--- config.mk ---
export PLATFORM = sky130hd
export DESIGN_NAME = sscfg_top
export DESIGN_NICKNAME = d
export VERILOG_FILES = /design/src/sscfg_pkg.sv /design/src/sscfg_oddnib.sv /design/src/sscfg_top.sv
export SDC_FILE = /design/constraint.sdc
export NUM_CORES = 1
export LEC_CHECK = 0
export BUFFER_PORTS_ARGS = -buffer_cell sky130_fd_sc_hd__buf_2
export CAP_MARGIN = 20
export CELL_PAD_IN_SITES_DETAIL_PLACEMENT = 2
export CELL_PAD_IN_SITES_GLOBAL_PLACEMENT = 2
export CORE_UTILIZATION = 33
export CTS_CLUSTER_DIAMETER = 120
export DETAILED_ROUTE_END_ITERATION = 10
export PLACE_DENSITY = 0.87
export SLEW_MARGIN = 20
export SYNTH_ARGS = -nofsm -noshare
export SYNTH_HDL_FRONTEND = slang
export SYNTH_HIERARCHICAL = 1
export SYNTH_SLANG_ARGS = --single-unit
--- constraint.sdc ---
create_clock -name ref_clk_in -period 2.15 [get_ports ref_clk_in]
set_input_delay 0.215 -clock ref_clk_in [delete_from_list [all_inputs] [get_ports ref_clk_in]]
set_output_delay 0.215 -clock ref_clk_in [all_outputs]
set_load 0.01 [all_outputs]
--- src/sscfg_pkg.sv ---
// Purpose: Constants for the second soft strap configuration register bank
// Assumes: 16-bit management registers, word addressed
// Notes: Offsets, field positions and reset values live here
package sscfg_pkg;
	// ----------------------------------------
	// Register offsets
	// ----------------------------------------
	localparam logic [4:0] SSCFG_OFF_CTRL_ONE = 5'h09;
	localparam logic [4:0] SSCFG_OFF_CTRL_TWO = 5'h0a;
	// ----------------------------------------
	// Field positions
	// ----------------------------------------
	localparam int SSCFG_BIT_DONE = 15;
	localparam int SSCFG_BIT_MDIX_FAST = 6;
	localparam int SSCFG_BIT_MDIX_ROBUST = 5;
	localparam int SSCFG_BIT_FAST_LINK = 6;
	localparam int SSCFG_BIT_FD_EXT = 5;
	localparam int SSCFG_BIT_LED_FD = 4;
	localparam int SSCFG_BIT_HD_ISO = 3;
	localparam int SSCFG_BIT_IDLE_ERR = 2;
	localparam int SSCFG_BIT_ODD_DIS = 1;
	localparam int SSCFG_BIT_RX_CLK = 0;
	// Writable bits of register two: 13:0
	localparam logic [15:0] SSCFG_TWO_WMASK = 16'h3fff;
	// ----------------------------------------
	// Reset values
	// ----------------------------------------
	localparam logic [15:0] SSCFG_TWO_RESET = 16'h0004;
	localparam logic [15:0] SSCFG_ONE_RESET = 16'h0000;
	// Length of internal strap reset pulse in cycles
	localparam logic [1:0] SSCFG_PULSE_CYCLES = 2'h2;
	// ----------------------------------------
	// Sequencer states
	// ----------------------------------------
	typedef enum logic [1:0] {SSCFG_IDLE, SSCFG_PULSE, SSCFG_DONE} sscfg_state_t;
endpackage

--- src/sscfg_oddnib.sv ---
// Purpose: Odd-nibble transmit end detection and extension
// Assumes: One call per transmit nibble clock tick
// Notes: Extends enable by one cycle with error forced when ending odd
`timescale 1ns/1ps
`default_nettype none
module sscfg_oddnib (
	// Clock and reset
	input wire logic ref_clk_in,
	input wire logic reset_in,
	// Configuration
	input wire logic odd_disable_in,
	// Transmit nibble stream
	input wire logic tx_en_in,
	input wire logic tx_er_in,
	output logic tx_en_out,
	output logic tx_er_out
);
	logic parity_r, parity_nxt;
	logic en_r, en_nxt;
	logic er_r, er_nxt;
	logic ext_r, ext_nxt;

	// Next nibble parity and extension
	always_comb begin
		parity_nxt = tx_en_in ? ~parity_r : 1'b0;
		ext_nxt = 1'b0;
		en_nxt = tx_en_in;
		er_nxt = tx_er_in & tx_en_in;
		if (!tx_en_in && parity_r && !odd_disable_in && !ext_r) begin
			en_nxt = 1'b1;
			er_nxt = 1'b1;
			ext_nxt = 1'b1;
		end
	end

	// Register stage
	always_ff @(posedge ref_clk_in) begin
		if (reset_in) begin
			parity_r <= 1'b0;
			en_r <= 1'b0;
			er_r <= 1'b0;
			ext_r <= 1'b0;
		end else begin
			parity_r <= parity_nxt;
			en_r <= en_nxt;
			er_r <= er_nxt;
			ext_r <= ext_nxt;
		end
	end

	assign tx_en_out = en_r;
	assign tx_er_out = er_r;

	// Disabled detection never forces error after enable drops
	a_odd_disabled: assert property (@(posedge ref_clk_in) disable iff (reset_in)
		(odd_disable_in && !tx_en_in) |=> !tx_er_out)
		else $error("odd nibble error flagged while disabled");
	a_odd_extend: assert property (@(posedge ref_clk_in) disable iff (reset_in)
		($fell(tx_en_in) && $past(parity_r) == 1'b0 && parity_r && !odd_disable_in && !ext_r)
		|=> (tx_en_out && tx_er_out))
		else $error("odd nibble end not extended with error");
endmodule
`default_nettype wire

--- src/sscfg_top.sv ---
// Purpose: Second soft strap configuration register with latch on config done
// Assumes: Register port strobes are single cycle, synchronous to ref_clk_in
// Notes: Register one stores the whole written word; only done and crossover bits are used here
//
// Operation
// - Setting done bit pulses internal reset and latches software straps.
// - Bits 15 and 14 ignore writes and read zero.
// - Fast link-up bit selects shortened parallel detect link time.
// - Fast or robust crossover mode forces fast link-up bit on.
// - Extended full duplex forces full duplex against forced 100 partner.
// - Without extension, duplex follows standard resolution.
// - Link LED option lights LED only on 100 full duplex.
// - Isolation option isolates MII outputs on 100 half duplex link.
// - Idle symbol error detection follows option bit, default one.
// - Odd-nibble enable end extends enable one cycle with error.
// - Odd-nibble disable bit suppresses that transmit error.
// - RMII receive data referenced to receive clock or crystal clock.
//
// Implementation choice: the address-and-strobe port.
`timescale 1ns/1ps
`default_nettype none
module sscfg_top (
	// Clock and reset
	input wire logic ref_clk_in,
	input wire logic reset_in,
	// Register port
	input wire logic [4:0] reg_addr_in,
	input wire logic [15:0] reg_wdata_in,
	input wire logic reg_wr_in,
	input wire logic reg_rd_in,
	output logic [15:0] reg_rdata_out,
	// Link status from the PHY core
	input wire logic link_up_in,
	input wire logic link_100_in,
	input wire logic an_enable_in,
	input wire logic forced_100_in,
	input wire logic partner_forced_100_in,
	input wire logic ieee_full_duplex_in,
	// Receive path status
	input wire logic idle_state_in,
	input wire logic symbol_error_in,
	input wire logic rmii_mode_in,
	input wire logic rx_clk_in,
	input wire logic crystal_input_clock_in,
	// Transmit nibble stream
	input wire logic tx_en_in,
	input wire logic tx_er_in,
	// Configuration and effects
	output logic strap_reset_out,
	output logic fast_link_up_out,
	output logic full_duplex_out,
	output logic link_led_out,
	output logic mii_isolate_out,
	output logic idle_rx_error_out,
	output logic rx_sample_clk_out,
	output logic tx_en_out,
	output logic tx_er_out
);
	// ----------------------------------------
	// Register file
	// ----------------------------------------
	logic [15:0] two_r, two_nxt;
	logic [15:0] one_r, one_nxt;
	logic [15:0] rdata_r, rdata_nxt;
	logic wr_two, wr_one;
	// Sequencer state, declared here because the done-bit clear reads it
	sscfg_pkg::sscfg_state_t state_r, state_nxt;

	assign wr_two = reg_wr_in && (reg_addr_in == sscfg_pkg::SSCFG_OFF_CTRL_TWO);
	assign wr_one = reg_wr_in && (reg_addr_in == sscfg_pkg::SSCFG_OFF_CTRL_ONE);

	// Write storage and read mux
	always_comb begin
		two_nxt = two_r;
		one_nxt = one_r;
		rdata_nxt = 16'h0000;
		if (wr_two) begin
			two_nxt = reg_wdata_in & sscfg_pkg::SSCFG_TWO_WMASK;
		end
		if (wr_one) begin
			one_nxt = reg_wdata_in;
		end
		// Done bit clears itself once the pulse ends
		if (state_r == sscfg_pkg::SSCFG_DONE) begin
			one_nxt[sscfg_pkg::SSCFG_BIT_DONE] = wr_one && reg_wdata_in[sscfg_pkg::SSCFG_BIT_DONE];
		end
		if (reg_rd_in) begin
			case (reg_addr_in)
				sscfg_pkg::SSCFG_OFF_CTRL_TWO: rdata_nxt = two_r & sscfg_pkg::SSCFG_TWO_WMASK;
				sscfg_pkg::SSCFG_OFF_CTRL_ONE: rdata_nxt = one_r;
				default: rdata_nxt = 16'h0000;
			endcase
		end
	end

	always_ff @(posedge ref_clk_in) begin
		if (reset_in) begin
			two_r <= sscfg_pkg::SSCFG_TWO_RESET;
			one_r <= sscfg_pkg::SSCFG_ONE_RESET;
			rdata_r <= 16'h0000;
		end else begin
			two_r <= two_nxt;
			one_r <= one_nxt;
			rdata_r <= rdata_nxt;
		end
	end

	assign reg_rdata_out = rdata_r;

	// ----------------------------------------
	// Strap latch sequencer
	// ----------------------------------------
	logic [1:0] cnt_r, cnt_nxt;
	logic [15:0] act_r, act_nxt;
	logic pulse_r, pulse_nxt;

	// Done bit triggers pulse, latch at pulse end
	always_comb begin
		state_nxt = state_r;
		cnt_nxt = cnt_r;
		act_nxt = act_r;
		pulse_nxt = 1'b0;
		case (state_r)
			sscfg_pkg::SSCFG_IDLE: begin
				if (one_r[sscfg_pkg::SSCFG_BIT_DONE]) begin
					state_nxt = sscfg_pkg::SSCFG_PULSE;
					cnt_nxt = sscfg_pkg::SSCFG_PULSE_CYCLES;
					pulse_nxt = 1'b1;
				end
			end
			sscfg_pkg::SSCFG_PULSE: begin
				pulse_nxt = 1'b1;
				cnt_nxt = cnt_r - 2'h1;
				if (cnt_r == 2'h1) begin
					pulse_nxt = 1'b0;
					act_nxt = two_r;
					// Crossover modes force fast link-up
					if (one_r[sscfg_pkg::SSCFG_BIT_MDIX_FAST] || one_r[sscfg_pkg::SSCFG_BIT_MDIX_ROBUST]) begin
						act_nxt[sscfg_pkg::SSCFG_BIT_FAST_LINK] = 1'b1;
					end
					state_nxt = sscfg_pkg::SSCFG_DONE;
				end
			end
			sscfg_pkg::SSCFG_DONE: begin
				state_nxt = sscfg_pkg::SSCFG_IDLE;
			end
			default: state_nxt = sscfg_pkg::SSCFG_IDLE;
		endcase
	end

	always_ff @(posedge ref_clk_in) begin
		if (reset_in) begin
			state_r <= sscfg_pkg::SSCFG_IDLE;
			cnt_r <= 2'h0;
			act_r <= sscfg_pkg::SSCFG_TWO_RESET;
			pulse_r <= 1'b0;
		end else begin
			state_r <= state_nxt;
			cnt_r <= cnt_nxt;
			act_r <= act_nxt;
			pulse_r <= pulse_nxt;
		end
	end

	assign strap_reset_out = pulse_r;

	// ----------------------------------------
	// Configuration effects
	// ----------------------------------------
	logic fast_r, fast_nxt;
	logic fd_r, fd_nxt;
	logic led_r, led_nxt;
	logic iso_r, iso_nxt;
	logic idle_r, idle_nxt;
	logic rxclk_r, rxclk_nxt;

	// Effects of latched configuration
	always_comb begin
		fast_nxt = act_r[sscfg_pkg::SSCFG_BIT_FAST_LINK];
		if (act_r[sscfg_pkg::SSCFG_BIT_FD_EXT] && partner_forced_100_in && (an_enable_in || forced_100_in)) begin
			fd_nxt = 1'b1;
		end else begin
			fd_nxt = ieee_full_duplex_in;
		end
		if (act_r[sscfg_pkg::SSCFG_BIT_LED_FD]) begin
			led_nxt = link_up_in && link_100_in && fd_nxt;
		end else begin
			led_nxt = link_up_in;
		end
		iso_nxt = act_r[sscfg_pkg::SSCFG_BIT_HD_ISO] && link_up_in && link_100_in && !fd_nxt;
		idle_nxt = act_r[sscfg_pkg::SSCFG_BIT_IDLE_ERR] && idle_state_in && symbol_error_in;
		if (rmii_mode_in && act_r[sscfg_pkg::SSCFG_BIT_RX_CLK]) begin
			rxclk_nxt = rx_clk_in;
		end else begin
			rxclk_nxt = crystal_input_clock_in;
		end
	end

	always_ff @(posedge ref_clk_in) begin
		if (reset_in) begin
			fast_r <= 1'b0;
			fd_r <= 1'b0;
			led_r <= 1'b0;
			iso_r <= 1'b0;
			idle_r <= 1'b0;
			rxclk_r <= 1'b0;
		end else begin
			fast_r <= fast_nxt;
			fd_r <= fd_nxt;
			led_r <= led_nxt;
			iso_r <= iso_nxt;
			idle_r <= idle_nxt;
			rxclk_r <= rxclk_nxt;
		end
	end

	assign fast_link_up_out = fast_r;
	assign full_duplex_out = fd_r;
	assign link_led_out = led_r;
	assign mii_isolate_out = iso_r;
	assign idle_rx_error_out = idle_r;
	assign rx_sample_clk_out = rxclk_r;

	// Odd-nibble handling on the transmit stream
	sscfg_oddnib u_oddnib (
		.ref_clk_in(ref_clk_in),
		.reset_in(reset_in),
		.odd_disable_in(act_r[sscfg_pkg::SSCFG_BIT_ODD_DIS]),
		.tx_en_in(tx_en_in),
		.tx_er_in(tx_er_in),
		.tx_en_out(tx_en_out),
		.tx_er_out(tx_er_out)
	);

	// ----------------------------------------
	// Checks
	// ----------------------------------------
	a_done_pulse: assert property (@(posedge ref_clk_in) disable iff (reset_in)
		(state_r == sscfg_pkg::SSCFG_IDLE && one_r[sscfg_pkg::SSCFG_BIT_DONE]) |=> strap_reset_out [*2])
		else $error("done bit did not give a two cycle strap pulse");
	a_reserved_zero: assert property (@(posedge ref_clk_in) disable iff (reset_in)
		$past(reg_rd_in) |-> reg_rdata_out[15:14] == 2'h0 || $past(reg_addr_in) != sscfg_pkg::SSCFG_OFF_CTRL_TWO)
		else $error("reserved bits read nonzero");
	a_latch_only: assert property (@(posedge ref_clk_in) disable iff (reset_in)
		(state_r != sscfg_pkg::SSCFG_PULSE) |=> $stable(act_r))
		else $error("active configuration changed outside the pulse");
	a_fast_forced: assert property (@(posedge ref_clk_in) disable iff (reset_in)
		(state_r == sscfg_pkg::SSCFG_PULSE && cnt_r == 2'h1 && (one_r[6] || one_r[5])) |=> ##1 fast_link_up_out)
		else $error("crossover mode did not force fast link-up");
	a_fd_extend: assert property (@(posedge ref_clk_in) disable iff (reset_in)
		(act_r[5] && partner_forced_100_in && (an_enable_in || forced_100_in)) |=> full_duplex_out)
		else $error("extended full duplex not applied");
	a_fd_ieee: assert property (@(posedge ref_clk_in) disable iff (reset_in)
		(!act_r[5] && $stable(act_r)) |=> full_duplex_out == $past(ieee_full_duplex_in))
		else $error("duplex did not follow standard resolution");
	a_led_fd: assert property (@(posedge ref_clk_in) disable iff (reset_in)
		(act_r[4] && !link_100_in) |=> !link_led_out)
		else $error("enhanced link LED lit off 100 full duplex");
	a_iso_hd: assert property (@(posedge ref_clk_in) disable iff (reset_in)
		mii_isolate_out |-> $past(act_r[3] && link_up_in && link_100_in))
		else $error("MII isolated without 100 half duplex link");
	a_idle_err: assert property (@(posedge ref_clk_in) disable iff (reset_in)
		(!act_r[2]) |=> !idle_rx_error_out)
		else $error("idle symbol error flagged while disabled");
	a_rx_clk: assert property (@(posedge ref_clk_in) disable iff (reset_in)
		(rmii_mode_in && act_r[0]) |=> rx_sample_clk_out == $past(rx_clk_in))
		else $error("receive sampling clock not taken from receive clock");
endmodule
`default_nettype wire

; Word level (Yosys, flattened, before mapping)
; Index checks and enable logic that the tools add are counted.
[totals]
regBits = 68
out_inout_bits = 25
word_cells = 78
[classes]
add_sub_neg = 1
eq_ne = 7
mux = 18
n_bitwise = 4
reduce_logical = 30
[op_table]
columns = op, n
row1 = one-hot mux 16 bit (2 select lines), 1
row2 = logical AND 1 bit, 16
row3 = two-way mux 16 bit, 1
row4 = equality test 5 x 4 -> 1 bit (second input constant), 2
row5 = two-way mux 1 bit, 10
row6 = one-hot mux 2 bit (2 select lines), 2
row7 = two-way mux 2 bit, 3
row8 = AND reduction 2 bit, 3
row9 = equality test 2 x 1 -> 1 bit (second input constant), 2
row10 = zero test 1 bit, 4
row11 = inequality test 2 bit (second input constant), 2
row12 = nonzero test 2 bit, 2
row13 = OR reduction 2 bit, 2
row14 = NOT 1 bit, 3
row15 = equality test 2 bit (second input constant), 1
row16 = zero test 2 bit, 1
row17 = logical OR 1 bit, 2
row18 = one-hot mux 1 bit (2 select lines), 1
row19 = subtractor 2 x 1 -> 2 bit (second input constant), 1
row20 = bitwise AND 1 bit, 1

; Depth between registers and ports, before layout
; Gate-level depths: netlist of the first run.
[logic_depth]
depth_word = 5
ltp_mapped = 6

; Modules after synthesis
; Netlist of the first run, hierarchy kept.
[modules_own_cells]
columns = mod, n_inst, cells_per_inst, area_each_um2, seq_area_each_um2
row1 = sscfg_top, 1, 273, 2453.6, 1281.2
row2 = sscfg_oddnib, 1, 11, 127.6, 80.1

; Worst setup path after synthesis of the first run
; No wires, ideal clock.
[synth_timing]
path_kind = reg-to-reg
from = register cnt_r[1]
to = register act_r[0]
arrival_ns = 1.025
slack_ns = 0.998
path_stages_with_launch = 7
path_cell_list = dfxtp_1 > inv_1 > ha_1 > nand3b_1 > buf_2 > mux2i_1 > nor2_1
[synth_via]
elab_chain_len = 2
[synth_lines]
columns = element, line_no
row1 = from (decl), sscfg_top.sv:113  ; logic [1:0] cnt_r, cnt_nxt;
row2 = from (signal assigned), sscfg_top.sv:159  ; cnt_r <= cnt_nxt;
row3 = equality test 2 x 1 -> 1 bit, sscfg_top.sv:134  ; if (cnt_r == 2'h1) begin
row4 = AND reduction 2 bit (no line), --
row5 = to (signal assigned), sscfg_top.sv:155  ; act_r <= sscfg_pkg::SSCFG_TWO_RESET;
row6 = to (signal assigned), sscfg_top.sv:160  ; act_r <= act_nxt;
row7 = to (decl), sscfg_top.sv:114  ; logic [15:0] act_r, act_nxt;
; No other way between the ends.
; A chain may end at the register's enable or synchronous reset.

; Worst setup path in the final report of the first run
[layout_timing]
from = register cnt_r[0]
to = register act_r[6]
; Same word-level chain as after synthesis.

==> results of run 1 <==
==> worst max-delay path, delay by kind of cell (launching register included) <==
family | cells | cell delay [ns]
DFF | 1 | 0.37
adders and majority gates | 1 | 0.18
and+or+nand+nor | 3 | 0.86
==> kinds of logic after synthesis <==
logic type | after synthesis | share of synthesized area
AND/OR/NAND/NOR | 112 | 0.221
flip-flops | 68 | 0.527
AO/OA/AOI/OAI | 59 | 0.128
buffers and inverters | 27 | 0.0528
multiplexers | 17 | 0.0659
adder cells (fa/ha/maj) | 1 | 0.00485
==> per-stage QoR <==
stage          setup WS, ns  power, mW  std cells  cell area [µm²]  hold slack (ns)
3_3_place_gp          0.613       1.46        432             2970            0.402
3_5_place_dp          0.534       1.46        432             2970            0.418
5_1_grt               0.493       2.48        447             3140            0.103
4_1_cts               0.612       2.41        447             3140           0.0709
2_1_floorplan         0.998       1.38        284             2580            0.284
6_report              0.610       2.38        447             3140           0.0880
==> sequential cells by signal, indices dropped and copies added (netlist names) <==
name                flops
u_oddnib/ext_r          1
state_r                 2
one_r                  16
cnt_r                   2
u_oddnib/tx_en_out      1
mii_isolate_out         1
rx_sample_clk_out       1
reg_rdata_out          16
u_oddnib/tx_er_out      1
full_duplex_out         1
two_r                  14
link_led_out            1
act_r                   7
u_oddnib/parity_r       1
fast_link_up_out        1
strap_reset_out         1
idle_rx_error_out       1
==> cell type report <==
type | instances | area (µm²) | area share
Clock buffer | 13 | 159 | 0.0506
Inverter | 6 | 22.5 | 0.00717
Multi-Input combinational cell | 189 | 1090 | 0.348
Tap cell | 99 | 124 | 0.0395
Timing Repair Buffer | 70 | 370 | 0.118
Sequential cell | 68 | 1360 | 0.434
Clock inverter | 2 | 10.0 | 0.00319
==> cell usage in the layout, fill, tap and decap left out, drive strengths merged, types with 2 or more instances in the layout <==
cell type,count
buf,70
dfxtp,68
nand3,46
a21oi,35
nand2,31
mux2i,17
o21ai,15
clkbuf,13
nor2,8
inv,6
nor2b,6
and3,4
nor3,4
nand3b,2
and4,2
clkinv,2
nor3b,2
==> worst min path at each step <==
stage                                       startpoint                       endpoint  depth (start not counted)
after CTS                                     tx_en_in      u_oddnib/ext_r$_SDFF_PP0_                          2
final                                         tx_en_in      u_oddnib/ext_r$_SDFF_PP0_                          2
after global routing                          tx_en_in      u_oddnib/ext_r$_SDFF_PP0_                          2
after detailed placement  u_oddnib/parity_r$_SDFF_PP0_   u_oddnib/parity_r$_SDFF_PP0_                          1
after global placement    u_oddnib/parity_r$_SDFF_PP0_   u_oddnib/parity_r$_SDFF_PP0_                          1
after floorplan                               reset_in  u_oddnib/tx_en_out$_SDFF_PP0_                          1
==> power by group through the flow <==
stage | clock network [mW] | registers [mW] | logic [mW]
after global routing | 1.03 | 1.28 | 0.174
after CTS | 0.972 | 1.28 | 0.160
final | 0.946 | 1.28 | 0.159
after global placement | 0 | 1.31 | 0.151
after detailed placement | 0 | 1.31 | 0.158
after floorplan | 0 | 1.31 | 0.0746
==> layer usage <==
layer  vias to the layer above  part of all wire
met1                      1189              0.45
met3                        11             0.026
met4                         0             0.021
met5                         -                 0
li1                       1112                 -
met2                        40              0.50
==> summary.txt, run 1 <==
Syn Area/Cell: 9.09 µm²
Core Region: 7410 µm²
cts repair resizes: 0
clk_skew: 0.00614 ns
Slew @ Worst Pin: 0.649 ns
Period minus WS final: 1.54 ns
routing usage on met2: 0.349
CTS tree: done
Post-Synthesis Cells: 284
class of the worst hold path: input port to register
Psw: 581 µW
crit path to: act_r[6]$_SDFFE_PP0P_
Detailed Routing Iterations Pass 1: 4
critical path required time: 2.37 ns
clk buf depth: 2
kind of critical path: register to register
Core Rows: 31
clock slew at reported path FFs: 0.07 ns
final setup vio count: 0
pwr dens: 759 nW/µm²
M3 GR Usage: 0.0505
first-pass GRT wire length: 13.0 mm
cts hold-fix bufs: 0
Flop pwr share: 0.536
Yosys reg bits: 68
antenna-violating nets left: 0
f_max: 649 MHz
max-slew violations: 0
diode count: 0
clock root buffer: clkbuf_8
Period Utilization, post-route: 0.716
critical path startpoint: cnt_r[0]$_SDFFE_PP0P_
most frequent cells after synthesis: 68 x dfxtp_1, 46 x nand3_1, 35 x a21oi_1, 31 x nand2_1, 17 x mux2i_1
Port Buf Inserts: 62
slack of the worst reg-to-reg path: 0.61 ns
Netlist Area Pre-Place: 2580 µm²
cts bufs inserted: 9
share of cells above drive strength 1: 0.259
status: finished, final reports clean
Clk pwr share: 0.397
switch share: 0.244
Synth area leaders: dfxtp_1 53%, nand3_1 8.9%, a21oi_1 6.8%
CP Max Fanout: 10
R2R depth: 4
Routed Wire Length: 7.78 mm
Die Y: 90.4 µm
vias in the first global route: 2,582
CP peak stage delay: 0.42 ns
most common cell in the netlist: dfxtp_1
register area share after synthesis: 0.527
Ys Warns: 6
Worst setup EP type: register
Area growth syn-to-layout: 21.6%
reg2reg end: act_r[6]$_SDFFE_PP0P_
Ports: 63
initial DRC count: 69
Logic pwr share: 0.067
syn_nets: 323
Final GP Congestion: 0.715
Synth top area share: 0.527
gr busiest metal: met2
RR Startpoint: cnt_r[0]$_SDFFE_PP0P_
Synth area leader: dfxtp_1
Final nets: 383
RSZ-0062 raised after global routing: no
largest net degree at the start of global routing: 38
Slew HR: 0.565
Util after Layout: 0.424
Primary FF master, synth: dfxtp_1
WL per Instance: 17.4 µm
Die ar.: 8180 µm²
antenna violations before repair: 0
Worst Path Arrival: 1.76 ns
hpwl dp: 5.19 mm
Pleak: 1.36 nW
clock latency on the worst-skew pair: 0.35 ns
met1 Use GR: 0.245
Final Hold Vio Count: 0
Critical Path Source Type: register
Num Clock Sinks: 68
number of max-cap violations: 0
Internal: 1.80 mW
cell with the largest stage delay on the worst path: nand3b_1
crit-path cells: ha_1, nand3b_1, nor4_1, nor3_1
fillers: 838
TNS Setup: 0 ns
fraction of registers with async set/reset: 0
drt drc: 0
Die X: 90.4 µm
via count: 2,352
number of synthesized flops with an enable pin: 0
buffer count from post-CTS setup fixing: 0
Unique masters post-synth: 38
H-tree level count: 3
Initial Util: 0.348
Peak VDD IR: 0.351 mV
Via density: 5.26
global-route usage over all layers: 0.204
total gr overflow: 0
(Power assumes the default switching activity.)
==> run 2, diff against run 1 <==
Settings changed: ABC_AREA from default to 1, CORE_UTILIZATION 33 to 29, PLACE_DENSITY 0.87 to 0.82.
Clock period 2.15 ns to 1.6 ns, I/O delays scaled along.
==> run 2 against run 1 <==
Effect of this change: flip-flop and latch count is the same; via count grew 18%; critical endpoint is now act_r[3]$_SDFFE_PP0P_; highest routed layer is now met5; critical path depth grew 2; register-to-register slack lost 0.34 ns; global-route usage shrank 2.0 points; first-iteration DRC count shrank 4.3%; combinational power grew 69%; wire length grew 10%; power grew 50%; synthesized cell count grew 44%.
==> summary.txt, run 2 <==
Slew @ Worst Pin: 0.456 ns
Core Region: 9730 µm²
cts hold-fix bufs: 0
post-route insts no fill: 610
fraction of registers with async set/reset: 0
global-route usage over all layers: 0.184
via count: 2,778
Die X: 102 µm
antenna violations before repair: 1
cts bufs inserted: 9
most frequent cells after synthesis: 87 x inv_1, 84 x nand2_1, 68 x dfxtp_1, 40 x nor2_1, 33 x nand3_1
clock slew at reported path FFs: 0.07 ns
most common cell after layout, fill and taps aside: inv_1
f_max: 749 MHz
Primary FF master, synth: dfxtp_1
slack of the worst reg-to-reg path: 0.27 ns
Post-Synthesis Cells: 409
Core Rows: 36
critical path required time: 1.86 ns
Netlist Area Pre-Place: 2910 µm²
critical path buffer and inverter count: 2
CP Max Fanout: 8
Area growth syn-to-layout: 22.9%
crit-path cells: inv_1, ha_1, nand2_2, inv_1, nand2_1, a21oi_1
CTS tree: done
clk_skew: 0.00670 ns
dpl cells: 594
class of the worst hold path: input port to register
kind of critical path: register to register
Detailed Routing Iterations Pass 1: 6
most common cell in the netlist: inv_1
Tot Pwr: 3.57 mW
Peak VDD IR: 0.357 mV
drt drc: 0
Yosys reg bits: 68
buffer count from post-CTS setup fixing: 0
share of cells above drive strength 1: 0.208
Via density: 4.55
vias in the first global route: 3,031
Die Y: 102 µm
syn_nets: 448
clk buf depth: 2
Synth area leader: dfxtp_1
hpwl dp: 6.10 mm
Initial Util: 0.299
register area share after synthesis: 0.468
Period minus WS final: 1.33 ns
Final Hold Vio Count: 0
Period Utilization, post-route: 0.834
R2R depth: 6
Critical Path Source Type: register
WL per Instance: 14.1 µm
RR Startpoint: cnt_r[1]$_SDFFE_PP0P_
cell with the largest stage delay on the worst path: dfxtp_1
total gr overflow: 0
TNS Setup: 0 ns
RSZ-0062 raised after global routing: no
diode count: 0
Synth area leaders: dfxtp_1 47%, inv_1 11%, nand2_1 11%
Die ar.: 10,400 µm²
Synth top area share: 0.468
Worst setup EP type: register
reg2reg end: act_r[3]$_SDFFE_PP0P_
Slew HR: 0.693
Worst Path Arrival: 1.59 ns
number of synthesized flops with an enable pin: 0
Num Clock Sinks: 68
Pleak: 1.70 nW
Port Buf Inserts: 62
final setup vio count: 0
cell area after layout: 3570 µm²
Routed Wire Length: 8.58 mm
CP delay by family, top: flip-flops
Ports: 63
clock latency on the worst-skew pair: 0.35 ns
hold path cells: 3
status: finished, final reports clean
max-slew violations: 0
Ys Warns: 6
largest net degree at the start of global routing: 25
Final GP Congestion: 0.721
Syn Area/Cell: 7.11 µm²
placement-stage cell area: 3350 µm²
CP peak stage delay: 0.31 ns
H-tree level count: 3
cts repair resizes: 0
Final nets: 511
initial DRC count: 66
Unique masters post-synth: 22
clock root buffer: clkbuf_8
CP most frequent cell: inv_1
hold endpoint: rx_sample_clk_out$_SDFF_PP0_
number of max-cap violations: 0
antenna-violating nets left: 0
first-pass GRT wire length: 14.6 mm
Hold Crit Start: crystal_input_clock_in
pwr dens: 1000 nW/µm²
commonest cells after routing, fill and taps aside: 87 x inv_1, 84 x nand2_1, 68 x dfxtp_1
[run 2: changes by cell type in the layout (fill, tap and decap cells not counted), sizes merged, moves of 4 or more]
cell	previous run	this run
nand2	31	85
nand3	46	36
and3	4	0
nor2b	6	0
nor2	8	44
a21oi	35	24
mux2i	17	0
o21ai	15	4
nand4	0	30
inv	6	89
buf	70	74
[run 2: per-layer routing]
metal,global-route usage,part of all wire
met5,0,0.0015
met4,0.0527,0.011
met1,0.212,0.44
met3,0.0410,0.037
met2,0.337,0.51
[run 2: how the worst max path moves through the flow]
stage                                        to                    start  depth (start not counted)  slack (ns)
final                     act_r[3]$_SDFFE_PP0P_    cnt_r[1]$_SDFFE_PP0P_                          6        0.27
after global routing      act_r[3]$_SDFFE_PP0P_  state_r[0]$_SDFFE_PP0P_                          6        0.09
after CTS                 act_r[3]$_SDFFE_PP0P_    cnt_r[1]$_SDFFE_PP0P_                          6        0.25
after detailed placement  two_r[1]$_SDFFE_PP0P_           reg_addr_in[0]                          8        0.23
after global placement    one_r[6]$_SDFFE_PP0P_           reg_addr_in[1]                          8        0.33
after floorplan           act_r[0]$_SDFFE_PP0P_  state_r[0]$_SDFFE_PP0P_                          6        0.59
[run 2: layout make-up]
cell class / instances / area, µm²
clock inverters: 5 / 75.1
repair buffers: 74 / 413
well taps: 133 / 166
multi-input cells: 230 / 1080
flip-flops and latches: 68 / 1360
fillers: 1195 / 6160
clock buffers: 11 / 141
inverters: 89 / 334
[run 2: kinds of logic after synthesis]
logic type,Yosys count,share of synthesized area
AO/OA/AOI/OAI,30,0.0534
buffers and inverters,111,0.160
adder cells (fa/ha/maj),1,0.00430
flip-flops,68,0.468
AND/OR/NAND/NOR,199,0.314
[run 2: worst register-to-register path, cell delays in order (launching register included)]
cell and delay (ns):
dfxtp_1 0.31, inv_1 0.08, ha_1 0.22, nand2_2 0.15, inv_1 0.22, nand2_1 0.08
a21oi_1 0.18
[run 2: per-stage QoR]
step / hold slack (ns) / setup WS, ns / utilization
2_1_floorplan: 0.238 / 0.592 / -
5_1_grt: 0.0687 / 0.0868 / 0.367
6_report: 0.0631 / 0.265 / 0.367
4_1_cts: 0.0473 / 0.252 / 0.367
3_3_place_gp: 0.399 / 0.333 / 0.345
3_5_place_dp: 0.410 / 0.227 / 0.345
[run 2: power breakdown]
| group | switching [mW] | leakage [nW] | internal (mW) | total [mW] |
|---|---|---|---|---|
| Clock | 0.666 | 0.113 | 0.913 | 1.58 |
| Combinational | 0.172 | 1.04 | 0.0960 | 0.268 |
| Sequential | 0.0105 | 0.550 | 1.71 | 1.72 |
| Total | 0.849 | 1.70 | 2.72 | 3.57 |
